==> config.mk <==
export PLATFORM = sky130hd
export DESIGN_NAME = chg_status_seq
export DESIGN_NICKNAME = d
export VERILOG_FILES = /design/src/core/chg_pkg.sv /design/src/core/chg_status_seq.sv
export VERILOG_INCLUDE_DIRS = /design/src /design/src/core
export SDC_FILE = /design/constraint.sdc
export NUM_CORES = 1
export LEC_CHECK = 0
export ABC_AREA = 1
export BUFFER_PORTS_ARGS = -buffer_cell sky130_fd_sc_hd__buf_2
export CAP_MARGIN = 20
export CELL_PAD_IN_SITES_DETAIL_PLACEMENT = 1
export CELL_PAD_IN_SITES_GLOBAL_PLACEMENT = 1
export CORE_UTILIZATION = 41
export CTS_CLUSTER_SIZE = 40
export DETAILED_ROUTE_END_ITERATION = 6
export PLACE_DENSITY = 0.74
export SLEW_MARGIN = 20
export SYNTH_ARGS = -nofsm -noshare
export SYNTH_HDL_FRONTEND = slang
export SYNTH_SLANG_ARGS = --single-unit
==> constraint.sdc <==
create_clock -name clock_in -period 2.6 [get_ports clock_in]
set_input_delay 0.26 -clock clock_in [delete_from_list [all_inputs] [get_ports clock_in]]
set_output_delay 0.26 -clock clock_in [all_outputs]
set_load 0.02 [all_outputs]
==> src/core/chg_regs.svh <==
// timing constants and encodings for the charger status sequencer
// assumes a 200 MHz core clock
`ifndef CHG_REGS_SVH
`define CHG_REGS_SVH
`define CHG_CLK_HZ 200000000
`define CHG_BLINK_HZ_X10 5
// half period of 0.5 Hz blink: one second
`define CHG_BLINK_HALF ((`CHG_CLK_HZ * 10) / (`CHG_BLINK_HZ_X10 * 2))
// probe interval in microseconds, default value for the absence test
`define CHG_PROBE_US 250000
`define CHG_PROBE_CYC ((`CHG_CLK_HZ / 1000000) * `CHG_PROBE_US)
// precharge and fast charge safety timer defaults, in cycles
`define CHG_PRE_TMO 32'h0BEB_C200
`define CHG_FAST_TMO 32'h2FAF_0800
`endif

==> src/core/chg_pkg.sv <==
// types shared by the charger status sequencer
// assumes chg_regs.svh supplies numeric constants
package chg_pkg;
   typedef enum logic [3:0] {
      CHG_SLEEP = 4'h0,
      CHG_PRE = 4'h1,
      CHG_FAST = 4'h3,
      CHG_REG = 4'h2,
      CHG_DONE = 4'h6,
      CHG_PROBE1 = 4'h7,
      CHG_PROBE2 = 4'h5,
      CHG_ABSENT = 4'h4,
      CHG_TFAULT = 4'hC,
      CHG_OVP = 4'hD,
      CHG_SUSP = 4'hF,
      CHG_DISABLED = 4'hE
   } chg_state_t;
   typedef struct packed {
      logic above_refill;
      logic below_deep;
      logic at_float;
      logic over_volt;
      logic below_short;
      logic term_current;
   } chg_sense_t;
   typedef struct packed {
      logic pwm_enable;
      logic probe_current;
      logic precharge_rate;
      logic fast_rate;
   } chg_drive_t;
endpackage

==> src/core/chg_status_seq.sv <==
// charger control and status sequencer: state, timers, indicators
// assumes analog comparators on sense inputs and open-drain pads outside
// How it works
// - charging: a on b off; complete: b on; other states both off
// - blink variant, stand-alone only: a toggles 0.5 Hz for short while charging, suspend, timer faults
// - system variant has no timer-fault or battery-absent status
// - adapter good on after sleep exit, off in sleep
// - enable input low allows charging, high disables it
// - enable falling edge resets timers and clears latched faults
// - after charge complete, drop to refill level starts absence test
// - phase one: probe current for interval, check below deep level
// - phase two: precharge current for interval, check above refill
// - both pass gives absent fault; any fail restarts charging
// - timer fault above refill waits drop, then clears into test
// - timer fault also cleared by reset, enable or timer cap toggle
// - timer fault below refill: probe current on until above refill
// - overvoltage stops pwm, indicators off, clears at refill drop
// - system variant: rate select low precharge, high fast rate
// - float level enters voltage regulation regardless of rate select
// - system variant: no termination, no safety timers
// - system variant: overvoltage halts charge, all switches off
// - precharge timeout: stop, fault, reduce to probe current
// - suspend stops pwm and holds timers
// - timer cap low disables timer; rising re-enables and resets
`timescale 1ns/1ps
`include "chg_regs.svh"
module chg_status_seq #(
   parameter bit SYS_CTRL = 1'b0,
   parameter bit BLINK_VARIANT = 1'b0,
   parameter int unsigned BLINK_HALF = `CHG_BLINK_HALF,
   parameter int unsigned PROBE_CYC = `CHG_PROBE_CYC,
   parameter int unsigned PRE_TMO = `CHG_PRE_TMO,
   parameter int unsigned FAST_TMO = `CHG_FAST_TMO
) (
   // clock and reset
   input wire logic clock_in,
   input wire logic rst_in,
   // pins and comparators
   input wire logic charge_enable_n_in,
   input wire logic rate_select_in,
   input wire logic safety_timer_cap_in,
   input wire logic supply_ok_in,
   input wire logic suspend_in,
   input wire chg_pkg::chg_sense_t sense_in,
   // indicators, open drain: oe high pulls the pin low
   output logic indicator_a_oe_out,
   output logic indicator_b_oe_out,
   output logic adapter_good_n_oe_out,
   // power stage
   output chg_pkg::chg_drive_t drive_out
);
   // two-flop synchronisers for every asynchronous input
   // both stages reset to the idle pin levels (enable high, timer cap high)
   // so that no false edge of either pin follows reset
   localparam int NS = 11;
   localparam logic [NS-1:0] SYNC_IDLE = 11'h500;
   logic [NS-1:0] raw, s1_r, s2_r;
   assign raw = {charge_enable_n_in, rate_select_in, safety_timer_cap_in,
                 supply_ok_in, suspend_in, sense_in};
   genvar gi;
   for (gi = 0; gi < NS; gi++) begin : g_sync
      always_ff @(posedge clock_in or posedge rst_in) begin
         if (rst_in) begin
            s1_r[gi] <= SYNC_IDLE[gi];
            s2_r[gi] <= SYNC_IDLE[gi];
         end else begin
            s1_r[gi] <= raw[gi];
            s2_r[gi] <= s1_r[gi];
         end
      end
   end
   logic ce_n, rsel, cap, vok, susp;
   chg_pkg::chg_sense_t sn;
   assign {ce_n, rsel, cap, vok, susp, sn} = s2_r;

   chg_pkg::chg_state_t st_r, st_nxt;
   logic ce_prev_r, cap_prev_r, blink_r, blink_nxt, tmo_en_r;
   logic [31:0] tmr_r, tmr_nxt, blk_r, blk_nxt;
   logic a_r, a_nxt, b_r, b_nxt, pg_r, pg_nxt;
   chg_pkg::chg_drive_t drv_r, drv_nxt;
   logic ce_fall, cap_rise, cap_fall;
   assign ce_fall = ce_prev_r & ~ce_n;
   assign cap_rise = ~cap_prev_r & cap;
   assign cap_fall = cap_prev_r & ~cap;

   // charging states count as in progress for the indicator
   function automatic logic is_charging(input chg_pkg::chg_state_t s);
      return s == chg_pkg::CHG_PRE || s == chg_pkg::CHG_FAST ||
             s == chg_pkg::CHG_REG;
   endfunction

   always_comb begin
      st_nxt = st_r;
      tmr_nxt = tmr_r;
      if (!vok) begin
         st_nxt = chg_pkg::CHG_SLEEP;
         tmr_nxt = '0;
      end else if (ce_fall) begin
         st_nxt = sn.below_deep ? chg_pkg::CHG_PRE : chg_pkg::CHG_FAST;
         tmr_nxt = '0;
      end else if (ce_n) begin
         st_nxt = chg_pkg::CHG_DISABLED;
      end else if (sn.over_volt && st_r != chg_pkg::CHG_OVP) begin
         st_nxt = chg_pkg::CHG_OVP;
      end else if (!SYS_CTRL && (cap_rise || cap_fall) &&
                   st_r == chg_pkg::CHG_TFAULT) begin
         st_nxt = chg_pkg::CHG_PRE;
         tmr_nxt = '0;
      end else if (cap_rise) begin
         tmr_nxt = '0;
      end else if (susp && is_charging(st_r)) begin
         st_nxt = chg_pkg::CHG_SUSP;
      end else begin
         case (st_r)
            chg_pkg::CHG_SLEEP,
            chg_pkg::CHG_DISABLED:
               st_nxt = sn.below_deep ? chg_pkg::CHG_PRE : chg_pkg::CHG_FAST;
            chg_pkg::CHG_SUSP: if (!susp) begin
               st_nxt = sn.below_deep ? chg_pkg::CHG_PRE : chg_pkg::CHG_FAST;
            end
            chg_pkg::CHG_PRE, chg_pkg::CHG_FAST: begin
               tmr_nxt = tmr_r + 32'h0000_0001;
               if (sn.at_float) begin
                  st_nxt = chg_pkg::CHG_REG;
               end else if (SYS_CTRL) begin
                  st_nxt = rsel ? chg_pkg::CHG_FAST : chg_pkg::CHG_PRE;
               end else if (st_r == chg_pkg::CHG_PRE && !sn.below_deep) begin
                  st_nxt = chg_pkg::CHG_FAST;
               end else if (tmo_en_r && tmr_r >= (st_r == chg_pkg::CHG_PRE ?
                            PRE_TMO : FAST_TMO)) begin
                  st_nxt = chg_pkg::CHG_TFAULT;
                  // a cleared timer marks a fault not yet seen above refill
                  tmr_nxt = '0;
               end
            end
            chg_pkg::CHG_REG: begin
               tmr_nxt = tmr_r + 32'h0000_0001;
               if (!SYS_CTRL && tmo_en_r && sn.term_current) begin
                  st_nxt = chg_pkg::CHG_DONE;
               end else if (!SYS_CTRL && tmo_en_r && tmr_r >= FAST_TMO) begin
                  st_nxt = chg_pkg::CHG_TFAULT;
                  tmr_nxt = '0;
               end
            end
            chg_pkg::CHG_DONE: if (!sn.above_refill) begin
               st_nxt = chg_pkg::CHG_PROBE1;
               tmr_nxt = '0;
            end
            chg_pkg::CHG_PROBE1: begin
               tmr_nxt = tmr_r + 32'h0000_0001;
               if (tmr_r >= PROBE_CYC - 1) begin
                  st_nxt = sn.below_deep ? chg_pkg::CHG_PROBE2
                                         : chg_pkg::CHG_PRE;
                  tmr_nxt = '0;
               end
            end
            chg_pkg::CHG_PROBE2: begin
               tmr_nxt = tmr_r + 32'h0000_0001;
               if (tmr_r >= PROBE_CYC - 1) begin
                  st_nxt = sn.above_refill ? chg_pkg::CHG_ABSENT
                                           : chg_pkg::CHG_PRE;
                  tmr_nxt = '0;
               end
            end
            chg_pkg::CHG_ABSENT: if (!sn.above_refill) begin
               st_nxt = chg_pkg::CHG_PROBE1;
            end
            chg_pkg::CHG_TFAULT: if (sn.above_refill) begin
               tmr_nxt = 32'h0000_0001;
            end else if (tmr_r != '0) begin
               st_nxt = chg_pkg::CHG_PROBE1;
               tmr_nxt = '0;
            end
            // the comparator must fall first, or the state would chatter
            chg_pkg::CHG_OVP: if (!sn.over_volt && !sn.above_refill) begin
               st_nxt = chg_pkg::CHG_FAST;
            end
            default: st_nxt = chg_pkg::CHG_SLEEP;
         endcase
      end
   end

   // outputs and blink divider
   always_comb begin
      blk_nxt = blk_r + 32'h0000_0001;
      blink_nxt = blink_r;
      if (blk_r >= BLINK_HALF - 1) begin
         blk_nxt = '0;
         blink_nxt = ~blink_r;
      end
      a_nxt = is_charging(st_nxt);
      b_nxt = st_nxt == chg_pkg::CHG_DONE;
      if (BLINK_VARIANT && !SYS_CTRL && (st_nxt == chg_pkg::CHG_SUSP ||
          st_nxt == chg_pkg::CHG_TFAULT || (sn.below_short &&
          is_charging(st_nxt)))) begin
         a_nxt = blink_r;
      end
      if (st_nxt == chg_pkg::CHG_OVP || sn.over_volt) begin
         a_nxt = 1'b0;
         b_nxt = 1'b0;
      end
      pg_nxt = vok;
      drv_nxt.pwm_enable = is_charging(st_nxt) ||
                           st_nxt == chg_pkg::CHG_PROBE2;
      drv_nxt.probe_current = st_nxt == chg_pkg::CHG_PROBE1 ||
         (st_nxt == chg_pkg::CHG_TFAULT && !sn.above_refill &&
          tmr_nxt == '0);
      drv_nxt.precharge_rate = st_nxt == chg_pkg::CHG_PRE ||
                               st_nxt == chg_pkg::CHG_PROBE2;
      drv_nxt.fast_rate = st_nxt == chg_pkg::CHG_FAST;
      // suspend or overvoltage cut switching at once, even on a restart
      if (susp || sn.over_volt) begin
         drv_nxt.pwm_enable = 1'b0;
      end
   end

   always_ff @(posedge clock_in or posedge rst_in) begin
      if (rst_in) begin
         st_r <= chg_pkg::CHG_SLEEP;
         tmr_r <= '0;
         blk_r <= '0;
         blink_r <= 1'b0;
         ce_prev_r <= 1'b1;
         cap_prev_r <= 1'b1;
         tmo_en_r <= 1'b0;
         a_r <= 1'b0;
         b_r <= 1'b0;
         pg_r <= 1'b0;
         drv_r <= '0;
      end else begin
         st_r <= st_nxt;
         tmr_r <= tmr_nxt;
         blk_r <= blk_nxt;
         blink_r <= blink_nxt;
         ce_prev_r <= ce_n;
         cap_prev_r <= cap;
         tmo_en_r <= cap && !SYS_CTRL;
         a_r <= a_nxt;
         b_r <= b_nxt;
         pg_r <= pg_nxt;
         drv_r <= drv_nxt;
      end
   end
   // system variant never enters the timer-fault or absent states
   assign indicator_a_oe_out = a_r;
   assign indicator_b_oe_out = b_r;
   assign adapter_good_n_oe_out = pg_r;
   assign drive_out = drv_r;
endmodule // chg_status_seq

==> run metrics, run 1 <==
CTS Buffer Depth 2; CP endpoint kind flip-flop; failing checks negative setup slack; Max Cap Viol 0; hold endpoint s1_r[10]; CTS Buf Count 9; synthesized instance count 728; DP HPWL 12900 um; clock sinks 64; GR Util All Layers 0.317; Starting Density 0.421; I/O pins 20; Worst-Margin Slew 473 ps; Commonest cells post-synth 187 x nand2_1, 102 x inv_1, 72 x nor2_1, 59 x a21oi_1, 58 x dfrtp_1; Final Hold Viols 0; Post-synth EDFFs 0; outcome complete, but fails checks; # rows 39; H-tree depth 3; Die Y 110 um; library cells used by synthesis 42; synthesized flop and latch total 64; final net count 845; PortBufs 17; Post-Layout Cell Count 974; CTS root buffer clkbuf_16; Buffers & Inverters on Critical Path 1; asr flop ratio synth 1.00; antenna cells 0; clock-pin slew on the worst setup and hold paths 60 ps; leakage power 3.11 nW; min-delay worst type input pin to flip-flop; pwr dens 475 nW/um2; RR Endpoint drive_out[2]; Final period util 1.08; Max stage delay cell, worst path dfrtp_1; vias in the first global route 5470; RSZ-0062 raised after global routing true; routed wire length per instance 20.7 um; Req. time, crit path 2890 ps; R2R Setup Slk -210 ps; CTS tree built; most frequent cell after synthesis nand2_1; critical path class flip-flop to flip-flop; 1st-iter DRT viols 373; vias per cell 5.66; first-pass GRT wire length 28600 um; Ys Warns 0; CP delay by family, top simple AND/OR/NAND/NOR gates; GPL Wtd Cong 0.918; Setup violations, final 5; Util after Layout 0.575; final worst path period need 2810 ps; mean post-synth cell area 6.61 um2; largest net degree at the start of global routing 65; Multi-input gate area 3110 um2; die footprint 12200 um2; FMAX 356 MHz; Clock Latency Late Sink 350 ps; WP depth 22; Synthesized Nets 747; WL final 20200 um; dominant synthesized flop cell dfrtp_1; area share of the largest cell type after synthesis 0.302; Via Count 5513; fin. max-slew vios 0; antenna-violating nets left 0; Sequential Area 1620 um2; worst path cell trace nor2_4 > nand2_4 > ha_4 > nand2_4 > nor2_1 > nand3_1 > nand2_1 > a21oi_2 > nand2_2 > nand3_2 > nand2_2 > nand2_4 > buf_12 > nand2_1 > nand2_1 > nand2_1 > o21ai_2 > o21ai_1 > nand2_1 > nor2_1 > nand3_1 > nand2_1; filler instances 1458; gr ovfl total 0; die width 110 um; core area 11400 um2; initial antenna violation count 0; pre-CTS setup slack -197 ps; layout cells sized above 1 0.316; r2r startpoint st_r[2]; Hold Slack 3.88 ps; Worst slew margin 0.677; PnR worst setup slack -211 ps; Area contributors post-synth dfrtp_1 30%, nand2_1 15%, inv_1 8.0%; VDD IR max 0.423 mV; Layout area overhead 36.4%; cell mode on critical path nand2_1; Mapped Area 4810 um2; type of origin of the critical path flip-flop; critical path data arrival time 3100 ps; Hold Crit Start charge_enable_n_in; crit path max fanout 6; area leader, netlist dfrtp_1; First-pass DRT Iterations 5; Clock Skews 11.8 ps; Placed Instances 944; cells on worst reg2reg path 22; max incr delay on CP 410 ps; Worst Hold Depth 1; register area share after synthesis 0.334; DRC viols 0
[power by group]
group | internal (mW) | switching (mW) | total [mW]
Clock | 0.751 | 0.527 | 1.28
Sequential | 1.04 | 0.0392 | 1.08
Combinational | 0.272 | 0.496 | 0.767
[final cells by class]
type,count,share of cell area
flip-flops and latches,64,0.246
clock inverters,7,0.0120
clock buffers,9,0.0343
multi-input cells,526,0.474
repair buffers,116,0.142
well taps,143,0.0273
inverters,109,0.0648
[cells by family after synthesis]
| kind of cell | synth area share |
|---|---|
| buffers and inverters | 0.116 |
| adder cells (fa/ha/maj) | 0.0156 |
| XOR/XNOR | 0.0455 |
| flip-flops | 0.334 |
| AO/OA/AOI/OAI | 0.162 |
| AND/OR/NAND/NOR | 0.327 |
[metrics by stage]
step | setup TNS, ps | cell area [um2] | power (mW)
floorplan | 0 | 4810 | 1.44
global placement | -181 | 5620 | 1.65
detailed placement | -2230 | 5620 | 1.68
CTS | -244 | 6170 | 3.01
global route | -2470 | 6560 | 3.22
finish | -424 | 6560 | 3.12
[flip-flops by register name, indices dropped and copies added, names as in the netlist]
signal	cells
adapter_good_n_oe_out	1
drive_out	4
ce_prev_r	1
s1_r	9
pg_nxt	1
cap	1
ce_n	1
tmr_r	32
susp	1
s2_r	5
tmo_en_r	1
indicator_a_oe_out	1
cap_prev_r	1
indicator_b_oe_out	1
st_r	4
[layout by cell type, fill, tap and decap left out, types with 7 or more instances in the layout]
cell,n
a21oi_1,54
a21oi_2,8
a22oi_1,7
buf_2,17
buf_4,85
buf_6,7
clkbuf_16,9
dfrtp_1,53
inv_1,96
inv_2,8
nand2_1,152
nand2_2,28
nand2_4,9
nand3_1,38
nand4_1,13
nor2_1,65
nor2_2,13
nor3_1,16
o211ai_1,12
o21ai_0,13
o21ai_1,9
o21ai_2,16
xor2_1,24
[worst max path at each step]
stage	startpoint	end	slack, ps
3_5_place_dp	st_r[3]	drive_out[2]	-200
3_3_place_gp	st_r[3]	drive_out[2]	-80
5_1_grt	tmr_r[26]	drive_out[2]	-360
2_1_floorplan	st_r[3]	drive_out[2]	70
6_report	st_r[2]	drive_out[2]	-210
4_1_cts	st_r[2]	drive_out[2]	-130
[timing repair]
| item | in CTS | in global routing |
|---|---|---|
| buffers inserted | 9 | 7 |
| pin swaps | 23 | 51 |
| cloned | 1 | 0 |
| setup endpoints to repair | 25 | 38 |
| hold endpoints to repair | 14 | 0 |
| gates resized for setup | 34 | 118 |
| hold buffers | 1 | 0 |
[metal layers]
metal / GRT usage / vias to the layer above / wire [um]
li1: - / 2542 / -
met3: 0.0564 / 57 / 963
met1: 0.423 / 2730 / 8660
met4: 0.102 / 0 / 679
met2: 0.517 / 184 / 9870
met5: 0 / - / 0
No activity file was read; power rests on OpenSTA's default activity.
==> inputs of run 2 (changes only) <==
--- a/config.mk
+++ b/config.mk
@@ -15,6 +15,7 @@
 export CTS_CLUSTER_SIZE = 40
 export DETAILED_ROUTE_END_ITERATION = 6
 export PLACE_DENSITY = 0.74
+export SETUP_SLACK_MARGIN = 0.15
 export SLEW_MARGIN = 20
 export SYNTH_ARGS = -nofsm -noshare
 export SYNTH_HDL_FRONTEND = slang
==> run metrics, run 2 (synthesis results as in run 1) <==
GRT busiest layer met2; Layout area overhead 38.4%; pwr dens 481 nW/um2; largest net degree at the start of global routing 44; H-tree depth 3; gr ovfl total 0; cells on worst reg2reg path 22; crit path max fanout 6; Starting Density 0.421; core area 11400 um2; Final period util 1.07; GR Util All Layers 0.360; CTS tree built; antenna cells 0; critical path data arrival time 3070 ps; PortBufs 17; max incr delay on CP 410 ps; critical path class flip-flop to flip-flop; Worst Setup SP st_r[1]; WL final 20700 um; Worst slew margin 0.482; DP HPWL 14400 um; max reg flops 32; FMAX 360 MHz; PnR worst setup slack -179 ps; outcome complete, but fails checks; RSZ-0062 raised after global routing true; worst path cell trace nor2_4 > nand2_4 > ha_4 > nand2_2 > o21a_1 > nand2_1 > nand3_2 > nand2_4 > nand3_4 > nand2_8 > nand2_8 > nand2_1 > nand2_1 > nand2_1 > nand2_1 > nand2_1 > nand2_1 > nor2_2 > nand2_1 > nor2_1 > nand3_1 > nand2_1; First-pass DRT Iterations 5; CTS root buffer clkbuf_16; Max Cap Viol 0; fin. max-slew vios 0; Worst Hold Depth 1; die footprint 12200 um2; Final Hold Viols 0; Sw Pwr 1.04 mW; power share of the clock group 0.423; filler instances 1476; Multi-input gate area 2980 um2; initial antenna violation count 0; Clock Latency Late Sink 350 ps; Setup violations, final 16; Placed Area 5930 um2; CTS Buf Count 9; Max stage delay cell, worst path dfrtp_1; Post-Layout Cell Count 1005; min-delay worst type input pin to flip-flop; first-pass GRT wire length 32200 um; Biggest register tmr_r; # rows 39; Req. time, crit path 2890 ps; die width 110 um; r2r startpoint st_r[1]; M1 GR Usage 0.401; cell mode on critical path nand2_1; Placed Instances 984; post-route cell area 6660 um2; layout cells sized above 1 0.292; I/O pins 20; VDD IR max 0.420 mV; Util after Layout 0.583; combinational share of power 0.242; Via Count 5669; commonest cells after routing, fill and taps aside 171 x nand2_1, 117 x buf_4, 97 x inv_1; vias per cell 5.64; Power Internal 2.17 mW; most common cell after layout, fill and taps aside nand2_1; final net count 876; power share of the sequential group 0.335; Hold Slack 2.37 ps; total negative slack -952 ps; antenna-violating nets left 0; routed wire length per instance 20.6 um; met2 usage 0.658; leakage power 3.21 nW; Sequential Area 1610 um2; final worst path period need 2780 ps; Hold Crit Start charge_enable_n_in; failing checks negative setup slack; Die Y 110 um; Worst-Margin Slew 757 ps; clock-pin slew on the worst setup and hold paths 60 ps; 1st-iter DRT viols 328; GPL Wtd Cong 0.909; CP endpoint kind flip-flop; Switching Share 0.324; GR Util met3 0.0517; clock sinks 64; vias in the first global route 6158; DRC viols 0; type of origin of the critical path flip-flop; Clock Skews 4.99 ps; Top Registers tmr_r x32, s1_r x9, s2_r x5; CTS Buffer Depth 2
==> run 2: final timing paths <==
check,endpoint,slack (ps)
setup reg to reg,drive_out[2],-180
max in group asynchronous,cap_prev_r,1880
setup / recovery,drive_out[2],-180
hold / removal,s1_r[10],2
min in group asynchronous,pg_nxt,20
hold reg to reg,s2_r[4],350
==> run 2: repair_timing <==
item	CTS	global route
pin swaps	24	15
cloned	2	0
hold buffers	0	0
gates resized for setup	58	29
endpoints found under the hold margin	0	0
setup endpoints to repair	34	38
buffers inserted	3	0
==> run 2: power by group through the flow <==
stage | sequential, mW | clock, mW | combinational (mW)
after floorplan | 1.09 | 0 | 0.364
after global placement | 1.08 | 0 | 0.612
after detailed placement | 1.09 | 0 | 0.640
after CTS | 1.07 | 1.37 | 0.737
after global routing | 1.08 | 1.40 | 0.831
final | 1.07 | 1.36 | 0.777
==> run 2: layout make-up <==
type | instances | share of cell area
Multi-Input combinational cell | 527 | 0.447
Inverter | 109 | 0.0635
Tap cell | 143 | 0.0269
Clock inverter | 6 | 0.0139
Timing Repair Buffer | 146 | 0.172
Clock buffer | 10 | 0.0344
Sequential cell | 64 | 0.242
==> run 2: critical path: cells and delay by family, from the launching register on <==
family | cells | cell delay (ps)
compound gates | 1 | 180
fa+ha+maj | 1 | 300
flops | 1 | 410
simple gates | 20 | 1820
==> run 2: metrics by stage <==
| step | total power [mW] | setup slack, ps |
|---|---|---|
| global placement | 1.70 | -89.8 |
| CTS | 3.17 | -66.5 |
| floorplan | 1.45 | 151 |
| finish | 3.21 | -179 |
| detailed placement | 1.73 | -337 |
| global route | 3.31 | -275 |
==> run 2: per-layer routing <==
layer | part of all wire | up-vias
li1 | - | 2611
met1 | 0.39 | 2800
met2 | 0.52 | 184
met3 | 0.042 | 74
met4 | 0.045 | 0
met5 | 0 | -
